--- config.mk ---
export PLATFORM = sky130hd
export DESIGN_NAME = dpmu_top
export DESIGN_NICKNAME = d
export VERILOG_FILES = /design/src/verilog/dpmu_pkg.sv /design/src/verilog/dpmu_top.sv
export SDC_FILE = /design/constraint.sdc
export NUM_CORES = 1
export LEC_CHECK = 0
export BUFFER_PORTS_ARGS = -buffer_cell sky130_fd_sc_hd__buf_2
export CAP_MARGIN = 25
export CELL_PAD_IN_SITES_DETAIL_PLACEMENT = 2
export CELL_PAD_IN_SITES_GLOBAL_PLACEMENT = 2
export CORE_ASPECT_RATIO = 0.7
export CORE_UTILIZATION = 39
export DETAILED_ROUTE_END_ITERATION = 12
export GPL_ROUTABILITY_DRIVEN = 1
export GPL_TIMING_DRIVEN = 0
export PLACE_DENSITY_LB_ADDON = 0.05
export SLEW_MARGIN = 20
export SYNTH_ARGS = -nofsm -noshare
export SYNTH_HDL_FRONTEND = slang
export SYNTH_SLANG_ARGS = --single-unit
--- constraint.sdc ---
create_clock -name core_clk -period 2.6 [get_ports core_clk]
set_clock_uncertainty 0.1 [all_clocks]
set_input_delay 0.26 -clock core_clk [delete_from_list [all_inputs] [get_ports core_clk]]
set_output_delay 0.26 -clock core_clk [all_outputs]
set_load 0.01 [all_outputs]
--- src/verilog/dpmu_pkg.sv ---
// Constants and carrier types for the upper DiffServ priority map
package dpmu_pkg;

	// Register port widths
	localparam int unsigned ADDR_W = 8;
	localparam int unsigned DATA_W = 8;

	// Map geometry
	localparam int unsigned ENTRY_W = 2;
	localparam int unsigned CODE_W = 6;
	localparam int unsigned ENTRIES_PER_REG = 4;
	localparam int unsigned NUM_REGS = 12;
	localparam int unsigned MAP_W = 128;
	localparam int unsigned LOWER_MAP_W = 32;
	localparam int unsigned TOS_CODE_LSB = 2;

	// Code range held by this bank
	localparam logic [5:0] FIRST_CODE = 6'h10;
	localparam logic [5:0] LAST_CODE = 6'h3F;

	// Register offsets; the bank is contiguous from the first one
	localparam logic [7:0] OFS_CODES_10_13 = 8'h94;
	localparam logic [7:0] OFS_CODES_14_17 = 8'h95;
	localparam logic [7:0] OFS_CODES_18_1B = 8'h96;
	localparam logic [7:0] OFS_CODES_1C_1F = 8'h97;
	localparam logic [7:0] OFS_CODES_20_23 = 8'h98;
	localparam logic [7:0] OFS_CODES_24_27 = 8'h99;
	localparam logic [7:0] OFS_CODES_28_2B = 8'h9A;
	localparam logic [7:0] OFS_CODES_2C_2F = 8'h9B;
	localparam logic [7:0] OFS_CODES_30_33 = 8'h9C;
	localparam logic [7:0] OFS_CODES_34_37 = 8'h9D;
	localparam logic [7:0] OFS_CODES_38_3B = 8'h9E;
	localparam logic [7:0] OFS_CODES_3C_3F = 8'h9F;
	localparam logic [7:0] REG_COUNT = 8'h0C;

	// Reset and idle values
	localparam logic [7:0] REG_RESET = 8'h00;
	localparam logic [7:0] RDATA_IDLE = 8'h00;
	localparam logic [1:0] PRIO_RESET = 2'h0;

	// Frame arriving from the parser
	typedef struct packed {
		logic valid;
		logic [7:0] tos;
	} dpmu_frame_type;

	// Classification result toward the queue classifier
	typedef struct packed {
		logic valid;
		logic [5:0] code;
		logic [1:0] prio;
	} dpmu_class_type;

endpackage

--- src/verilog/dpmu_top.sv ---
// Register bank and lookup for DiffServ codes 0x10 to 0x3F
//
// Chosen here: the plain strobed port.
`timescale 1ns/1ps

// Notes on behaviour
// - One 2-bit entry per code 0x10..0x3F, four per byte, low code low.
// - Every entry is software read/write and resets to zero.
// - Offset 0x97 holds codes 0x1C..0x1F; 0x1F in bits 7-6.
// - Offset 0x98 holds codes 0x20..0x23; 0x20 in bits 1-0.
// - Offset 0x9C holds codes 0x30..0x33; 0x30 in bits 1-0.
// - Offset 0x9F bits 7-6 hold code 0x3F, vector bits 127:126.
// - Code N sits at vector bits 2N+1 down to 2N.
// - Frame priority is the entry indexed by TOS bits 7:2.
// - All 64 codes decode, each selecting exactly one entry.
module dpmu_top
(
	input wire logic core_clk,
	input wire logic srst,
	input wire logic [dpmu_pkg::ADDR_W-1:0] reg_addr,
	input wire logic [dpmu_pkg::DATA_W-1:0] reg_wdata,
	input wire logic reg_wr,
	input wire logic reg_rd,
	output logic [dpmu_pkg::DATA_W-1:0] reg_rdata,
	input wire logic [dpmu_pkg::LOWER_MAP_W-1:0] lower_map,
	input wire dpmu_pkg::dpmu_frame_type frame_in,
	output dpmu_pkg::dpmu_class_type class_out
);

	// Bank layout, one byte per register, lowest code of each group in bits 1-0:
	//   0x94 codes 0x10..0x13, vector bits 39:32
	//   0x95 codes 0x14..0x17, vector bits 47:40
	//   0x96 codes 0x18..0x1B, vector bits 55:48
	//   0x97 codes 0x1C..0x1F, vector bits 63:56
	//   0x98 codes 0x20..0x23, vector bits 71:64
	//   0x99 codes 0x24..0x27, vector bits 79:72
	//   0x9A codes 0x28..0x2B, vector bits 87:80
	//   0x9B codes 0x2C..0x2F, vector bits 95:88
	//   0x9C codes 0x30..0x33, vector bits 103:96
	//   0x9D codes 0x34..0x37, vector bits 111:104
	//   0x9E codes 0x38..0x3B, vector bits 119:112
	//   0x9F codes 0x3C..0x3F, vector bits 127:120
	// Codes 0x00..0x0F belong to the neighbouring bank and arrive on lower_map.
	// Timing: a write at edge k is seen by frames taken at edge k+1 and later;
	// a frame taken at edge k itself still sees the old entry, since both
	// are sampled on the same edge.
	// Reads answer one edge after the strobe and never stall the master.
	// Limitation: an offset outside the bank reads as zero, with no error flag.
	// The lookup is a plain mux over live registers, so there is no shadow
	// copy to keep coherent after a write.

	// Storage bytes, one per register
	logic [dpmu_pkg::DATA_W-1:0] dscp_map_codes_10_13_r;
	logic [dpmu_pkg::DATA_W-1:0] dscp_map_codes_14_17_r;
	logic [dpmu_pkg::DATA_W-1:0] dscp_map_codes_18_1b_r;
	logic [dpmu_pkg::DATA_W-1:0] dscp_map_codes_1c_1f_r;
	logic [dpmu_pkg::DATA_W-1:0] dscp_map_codes_20_23_r;
	logic [dpmu_pkg::DATA_W-1:0] dscp_map_codes_24_27_r;
	logic [dpmu_pkg::DATA_W-1:0] dscp_map_codes_28_2b_r;
	logic [dpmu_pkg::DATA_W-1:0] dscp_map_codes_2c_2f_r;
	logic [dpmu_pkg::DATA_W-1:0] dscp_map_codes_30_33_r;
	logic [dpmu_pkg::DATA_W-1:0] dscp_map_codes_34_37_r;
	logic [dpmu_pkg::DATA_W-1:0] dscp_map_codes_38_3b_r;
	logic [dpmu_pkg::DATA_W-1:0] dscp_map_codes_3c_3f_r;

	// Write selects, one per register
	logic wr_codes_10_13;
	logic wr_codes_14_17;
	logic wr_codes_18_1b;
	logic wr_codes_1c_1f;
	logic wr_codes_20_23;
	logic wr_codes_24_27;
	logic wr_codes_28_2b;
	logic wr_codes_2c_2f;
	logic wr_codes_30_33;
	logic wr_codes_34_37;
	logic wr_codes_38_3b;
	logic wr_codes_3c_3f;

	// Read path, lookup and result
	logic rd_hit;
	logic [dpmu_pkg::DATA_W-1:0] rdata_nxt;
	logic [dpmu_pkg::DATA_W-1:0] rdata_r;
	logic [dpmu_pkg::MAP_W-1:0] map_vec;
	logic [dpmu_pkg::ENTRY_W-1:0] code_entry [dpmu_pkg::MAP_W / dpmu_pkg::ENTRY_W];
	logic [dpmu_pkg::CODE_W-1:0] frame_code;
	logic [dpmu_pkg::ENTRY_W-1:0] prio_nxt;
	logic class_valid_r;
	logic [dpmu_pkg::CODE_W-1:0] class_code_r;
	logic [dpmu_pkg::ENTRY_W-1:0] class_prio_r;

	// Write decode; an exact compare per offset, so any other address writes nothing
	// write selects
	assign wr_codes_10_13 = reg_wr && (reg_addr == dpmu_pkg::OFS_CODES_10_13);
	assign wr_codes_14_17 = reg_wr && (reg_addr == dpmu_pkg::OFS_CODES_14_17);
	assign wr_codes_18_1b = reg_wr && (reg_addr == dpmu_pkg::OFS_CODES_18_1B);
	assign wr_codes_1c_1f = reg_wr && (reg_addr == dpmu_pkg::OFS_CODES_1C_1F);
	assign wr_codes_20_23 = reg_wr && (reg_addr == dpmu_pkg::OFS_CODES_20_23);
	assign wr_codes_24_27 = reg_wr && (reg_addr == dpmu_pkg::OFS_CODES_24_27);
	assign wr_codes_28_2b = reg_wr && (reg_addr == dpmu_pkg::OFS_CODES_28_2B);
	assign wr_codes_2c_2f = reg_wr && (reg_addr == dpmu_pkg::OFS_CODES_2C_2F);
	assign wr_codes_30_33 = reg_wr && (reg_addr == dpmu_pkg::OFS_CODES_30_33);
	assign wr_codes_34_37 = reg_wr && (reg_addr == dpmu_pkg::OFS_CODES_34_37);
	assign wr_codes_38_3b = reg_wr && (reg_addr == dpmu_pkg::OFS_CODES_38_3B);
	assign wr_codes_3c_3f = reg_wr && (reg_addr == dpmu_pkg::OFS_CODES_3C_3F);

	// Offsets outside the bank read back as idle
	assign rd_hit = (reg_addr >= dpmu_pkg::OFS_CODES_10_13) && (reg_addr <= dpmu_pkg::OFS_CODES_3C_3F);

	// Offset 0x94, codes 0x10..0x13
	// Vector bits 39:32
	// lowest code in bits 1-0
	always_ff @(posedge core_clk)
	begin
		if (srst)
			dscp_map_codes_10_13_r <= dpmu_pkg::REG_RESET;
		else if (wr_codes_10_13)
			dscp_map_codes_10_13_r <= reg_wdata;
	end

	// Offset 0x95, codes 0x14..0x17
	// Vector bits 47:40
	// four entries per byte
	always_ff @(posedge core_clk)
	begin
		if (srst)
			dscp_map_codes_14_17_r <= dpmu_pkg::REG_RESET;
		else if (wr_codes_14_17)
			dscp_map_codes_14_17_r <= reg_wdata;
	end

	// Offset 0x96, codes 0x18..0x1B
	// Vector bits 55:48
	// four entries per byte
	always_ff @(posedge core_clk)
	begin
		if (srst)
			dscp_map_codes_18_1b_r <= dpmu_pkg::REG_RESET;
		else if (wr_codes_18_1b)
			dscp_map_codes_18_1b_r <= reg_wdata;
	end

	// Offset 0x97, codes 0x1C..0x1F
	// Vector bits 63:56
	// code 0x1F in bits 7-6
	always_ff @(posedge core_clk)
	begin
		if (srst)
			dscp_map_codes_1c_1f_r <= dpmu_pkg::REG_RESET;
		else if (wr_codes_1c_1f)
			dscp_map_codes_1c_1f_r <= reg_wdata;
	end

	// Offset 0x98, codes 0x20..0x23
	// Vector bits 71:64
	// code 0x20 in bits 1-0
	always_ff @(posedge core_clk)
	begin
		if (srst)
			dscp_map_codes_20_23_r <= dpmu_pkg::REG_RESET;
		else if (wr_codes_20_23)
			dscp_map_codes_20_23_r <= reg_wdata;
	end

	// Offset 0x99, codes 0x24..0x27
	// Vector bits 79:72
	// clears to zero
	always_ff @(posedge core_clk)
	begin
		if (srst)
			dscp_map_codes_24_27_r <= dpmu_pkg::REG_RESET;
		else if (wr_codes_24_27)
			dscp_map_codes_24_27_r <= reg_wdata;
	end

	// Offset 0x9A, codes 0x28..0x2B
	// Vector bits 87:80
	// clears to zero
	always_ff @(posedge core_clk)
	begin
		if (srst)
			dscp_map_codes_28_2b_r <= dpmu_pkg::REG_RESET;
		else if (wr_codes_28_2b)
			dscp_map_codes_28_2b_r <= reg_wdata;
	end

	// Offset 0x9B, codes 0x2C..0x2F
	// Vector bits 95:88
	// clears to zero
	always_ff @(posedge core_clk)
	begin
		if (srst)
			dscp_map_codes_2c_2f_r <= dpmu_pkg::REG_RESET;
		else if (wr_codes_2c_2f)
			dscp_map_codes_2c_2f_r <= reg_wdata;
	end

	// Offset 0x9C, codes 0x30..0x33
	// Vector bits 103:96
	// code 0x30 in bits 1-0
	always_ff @(posedge core_clk)
	begin
		if (srst)
			dscp_map_codes_30_33_r <= dpmu_pkg::REG_RESET;
		else if (wr_codes_30_33)
			dscp_map_codes_30_33_r <= reg_wdata;
	end

	// Offset 0x9D, codes 0x34..0x37
	// Vector bits 111:104
	// clears to zero
	always_ff @(posedge core_clk)
	begin
		if (srst)
			dscp_map_codes_34_37_r <= dpmu_pkg::REG_RESET;
		else if (wr_codes_34_37)
			dscp_map_codes_34_37_r <= reg_wdata;
	end

	// Offset 0x9E, codes 0x38..0x3B
	// Vector bits 119:112
	// code 0x3B at 119:118
	always_ff @(posedge core_clk)
	begin
		if (srst)
			dscp_map_codes_38_3b_r <= dpmu_pkg::REG_RESET;
		else if (wr_codes_38_3b)
			dscp_map_codes_38_3b_r <= reg_wdata;
	end

	// Offset 0x9F, codes 0x3C..0x3F
	// Vector bits 127:120
	// code 0x3F in bits 7-6
	always_ff @(posedge core_clk)
	begin
		if (srst)
			dscp_map_codes_3c_3f_r <= dpmu_pkg::REG_RESET;
		else if (wr_codes_3c_3f)
			dscp_map_codes_3c_3f_r <= reg_wdata;
	end

	// Read select; an unmapped offset gives the idle value rather than a stale byte
	// read back
	always_comb
	begin
		rdata_nxt = dpmu_pkg::RDATA_IDLE;
		case (reg_addr)
			dpmu_pkg::OFS_CODES_10_13: rdata_nxt = dscp_map_codes_10_13_r;
			dpmu_pkg::OFS_CODES_14_17: rdata_nxt = dscp_map_codes_14_17_r;
			dpmu_pkg::OFS_CODES_18_1B: rdata_nxt = dscp_map_codes_18_1b_r;
			dpmu_pkg::OFS_CODES_1C_1F: rdata_nxt = dscp_map_codes_1c_1f_r;
			dpmu_pkg::OFS_CODES_20_23: rdata_nxt = dscp_map_codes_20_23_r;
			dpmu_pkg::OFS_CODES_24_27: rdata_nxt = dscp_map_codes_24_27_r;
			dpmu_pkg::OFS_CODES_28_2B: rdata_nxt = dscp_map_codes_28_2b_r;
			dpmu_pkg::OFS_CODES_2C_2F: rdata_nxt = dscp_map_codes_2c_2f_r;
			dpmu_pkg::OFS_CODES_30_33: rdata_nxt = dscp_map_codes_30_33_r;
			dpmu_pkg::OFS_CODES_34_37: rdata_nxt = dscp_map_codes_34_37_r;
			dpmu_pkg::OFS_CODES_38_3B: rdata_nxt = dscp_map_codes_38_3b_r;
			dpmu_pkg::OFS_CODES_3C_3F: rdata_nxt = dscp_map_codes_3c_3f_r;
			default: rdata_nxt = dpmu_pkg::RDATA_IDLE;
		endcase
	end

	// Read data stands only in the cycle after the strobe, then drops back to idle
	always_ff @(posedge core_clk)
	begin
		if (srst)
			rdata_r <= dpmu_pkg::RDATA_IDLE;
		else if (reg_rd && rd_hit)
			rdata_r <= rdata_nxt;
		else
			rdata_r <= dpmu_pkg::RDATA_IDLE;
	end

	// Full 128-bit vector: lower codes come from the neighbouring bank, upper from here
	// four entries per byte
	assign map_vec = {
		dscp_map_codes_3c_3f_r,
		dscp_map_codes_38_3b_r,
		dscp_map_codes_34_37_r,
		dscp_map_codes_30_33_r,
		dscp_map_codes_2c_2f_r,
		dscp_map_codes_28_2b_r,
		dscp_map_codes_24_27_r,
		dscp_map_codes_20_23_r,
		dscp_map_codes_1c_1f_r,
		dscp_map_codes_18_1b_r,
		dscp_map_codes_14_17_r,
		dscp_map_codes_10_13_r,
		lower_map
	};

	// Per-code view of the vector; the entry index equals the code, so all 64 decode
	// one entry per code
	genvar gc;
	generate
		for (gc = 0; gc < dpmu_pkg::MAP_W / dpmu_pkg::ENTRY_W; gc++)
		begin : g_entry
			assign code_entry[gc] = map_vec[gc * dpmu_pkg::ENTRY_W +: dpmu_pkg::ENTRY_W];
		end
	endgenerate

	assign frame_code = frame_in.tos[dpmu_pkg::TOS_CODE_LSB +: dpmu_pkg::CODE_W];

	// Plain mux over the live registers, so no shadow copy can go stale after a write
	// mux over registers
	assign prio_nxt = code_entry[frame_code];

	// Valid follows the frame strobe by exactly one edge
	// frame strobe to result
	always_ff @(posedge core_clk)
	begin
		if (srst)
			class_valid_r <= '0;
		else
			class_valid_r <= frame_in.valid;
	end

	// Code travels with the result so the classifier can tell which entry it got
	always_ff @(posedge core_clk)
	begin
		if (srst)
			class_code_r <= '0;
		else
			class_code_r <= frame_code;
	end

	// Priority is taken every edge; it only means something while valid is high
	// top entry reaches the output
	always_ff @(posedge core_clk)
	begin
		if (srst)
			class_prio_r <= dpmu_pkg::PRIO_RESET;
		else
			class_prio_r <= prio_nxt;
	end

	// Outputs come straight from the flip-flops above
	assign reg_rdata = rdata_r;
	assign class_out = '{valid: class_valid_r, code: class_code_r, prio: class_prio_r};

endmodule // dpmu_top

==> impl_metrics.ini <==
[global_route]
grt_max_degree = 17
grt_pass1_wl_um = 39300
grt_usage = 0.349
grt_pass1_vias = 6218
grt.overflow.total = 0
antenna_found_initial = 2

[timing]
timing.fmax_ghz = 0.449
hold_viol = 0
worstMarginPinSlew_ps = 899
slew-limit-headroom = 0.401
finalSetupTns_ps = 0
finalSetupViolCount = 0
slew_viol_final = 0
finalCritPeriodShare = 0.857
grt_setup_unrepaired = false
period_minus_slack_ps = 2230

[cells_and_area]
area_growth_syn_to_layout_pct = 20.5
fill_cells = 1615
final_cell_mix = 113 x dfxtp_1, 89 x buf_2, 71 x nand2_1
layout_commonest_cell = dfxtp_1
fin_nets = 797
final_util = 0.487
antenna_cells = 0
drive_gt1_frac = 0.234

[cts]
cts_resized = 0
insertion_delay_ps = 430
cts_root_buf = clkbuf_16
clk_pin_slew_ps = 60
clk_path_buf_depth = 2
clock-sinks = 113
cts_tree = done
htreeDepth = 4
cts_made_buffers = 17

[synth]
syn-instance-count = 646
synth_area_per_cell_um2 = 9.34
ys_ff_latch = 113
synth.cell_area_um2 = 6030
ys_seq_area_frac = 0.375
synth_edf_count = 0
ys_async_sr_fraction = 0
synth_nets = 707
synth_warnings = 0
synth_flop_cell = dfxtp_1
ys_types = 56

[placement]
portBuffers = 69
hpwl_um = 19400
gp_congestion = 0.914

[hold_path]
worstHoldStart = reg_wdata[2]
worstHoldPathType = primary input to register
hold_depth = 3
whs_endpoint = dscp_map_codes_34_37_r[2]

[detailed_routing]
drc = 0
viasPerCell = 6.19
wl_per_cell_um = 28.2
drt-total-wl_um = 26600
num_vias = 5847
drtIter0Drc = 421
ant_nets = 0
drt_pass1_iterations = 5

[floorplan]
die_w_um = 151
dieArea_um2 = 16000
io_pins = 78
fp.coreArea_um2 = 14900
start_util = 0.405
die_height_um = 106
num_rows = 37

[status]
outcome = finished clean

[worst_setup_path]
cp.arrival_ps = 2430
critPathMaxFanout = 10
rrSetupSlack_ps = 730
r2r_cells = 5
worstSetupStartpointType = primary input
required_ps = 2800
r2r_end = class_prio_r[0]
cp-end-kind = register
path_class = primary input to register
reg2reg_from = dscp_map_codes_34_37_r[2]

[pwr]
power.leakage_nw = 2.99
power.density_nw_per_um2 = 646
vdd_drop_max_uv = 312

[flow_run]
drv_cap = 0
cell type report:
type | instances | area [um2] | share of cell area
Tap cell | 195 | 244 | 0.0336
Clock buffer | 18 | 439 | 0.0604
Timing Repair Buffer | 71 | 365 | 0.0503
Buffer | 64 | 304 | 0.0418
Sequential cell | 113 | 2260 | 0.311
Inverter | 2 | 7.51 | 0.00103
Clock inverter | 14 | 188 | 0.0258
Multi-Input combinational cell | 467 | 3460 | 0.476
cell usage after synthesis (5+ instances only):
cell type / instances / share of area
a21oi_1: 57 / 0.047
a22oi_1: 9 / 0.011
a31oi_1: 6 / 0.0062
buf_1: 8 / 0.0050
buf_2: 20 / 0.017
clkbuf_1: 28 / 0.017
dfxtp_1: 113 / 0.38
mux2_1: 10 / 0.019
mux2i_1: 66 / 0.11
mux4_2: 36 / 0.13
nand2_1: 71 / 0.044
nand2b_1: 5 / 0.0052
nand3_1: 61 / 0.051
nor2_1: 59 / 0.037
nor2b_1: 14 / 0.015
nor3_1: 5 / 0.0041
nor3b_1: 5 / 0.0062
o21ai_1: 7 / 0.0058
routing by layer:
metal | track usage | routed length [um] | vias to the layer above
met1 | 0.463 | 11800 | 2978
met4 | 0.120 | 694 | 4
met3 | 0.116 | 2350 | 65
met5 | 0 | 23 | -
met2 | 0.530 | 11800 | 278
li1 | - | - | 2522
cells by family (layout without fill, tap and decap cells):
family                 Yosys count  in the layout  synth area share
AO/OA/AOI/OAI                  111            111             0.115
multiplexers                   114            114             0.266
flip-flops                     113            113             0.375
buffers and inverters           66            169            0.0517
AND/OR/NAND/NOR                242            242             0.192
worst max path at each step:
stage / from / to
after floorplan: frame_in[3] / class_prio_r[0]
after global placement: frame_in[4] / class_prio_r[0]
after detailed placement: frame_in[4] / class_prio_r[0]
after CTS: frame_in[4] / class_prio_r[0]
after global routing: frame_in[4] / class_prio_r[0]
final: frame_in[4] / class_prio_r[0]
critical path, cell delays in order:
cell	delay (ps)
buf_2	250
clkbuf_1	680
mux4_2	430
mux2i_1	380
nand2_1	120
o21ai_1	170
o211ai_1	120
through the flow:
stage	hold WS (ps)	total power, mW	area (um2)	setup WS [ps]	std cells
after floorplan	288	2.01	6030	755	646
after global placement	360	2.16	6620	152	910
after detailed placement	378	2.18	6620	57.7	910
after CTS	5.67	4.69	7270	491	944
after global routing	21.1	4.80	7270	334	944
final	8.45	4.69	7270	372	944
timing repair:
action | in CTS | in global routing
setup buffers | 0 | 0
hold buffers | 2 | 0
endpoints found under the hold margin | 2 | 0
report_power, final:
part,total (mW),internal [mW],switching (mW)
clock network,2.54,1.62,0.914
registers,1.75,1.74,0.00443
logic,0.407,0.143,0.264
Note: power is estimated with default switching activity, not from simulation.
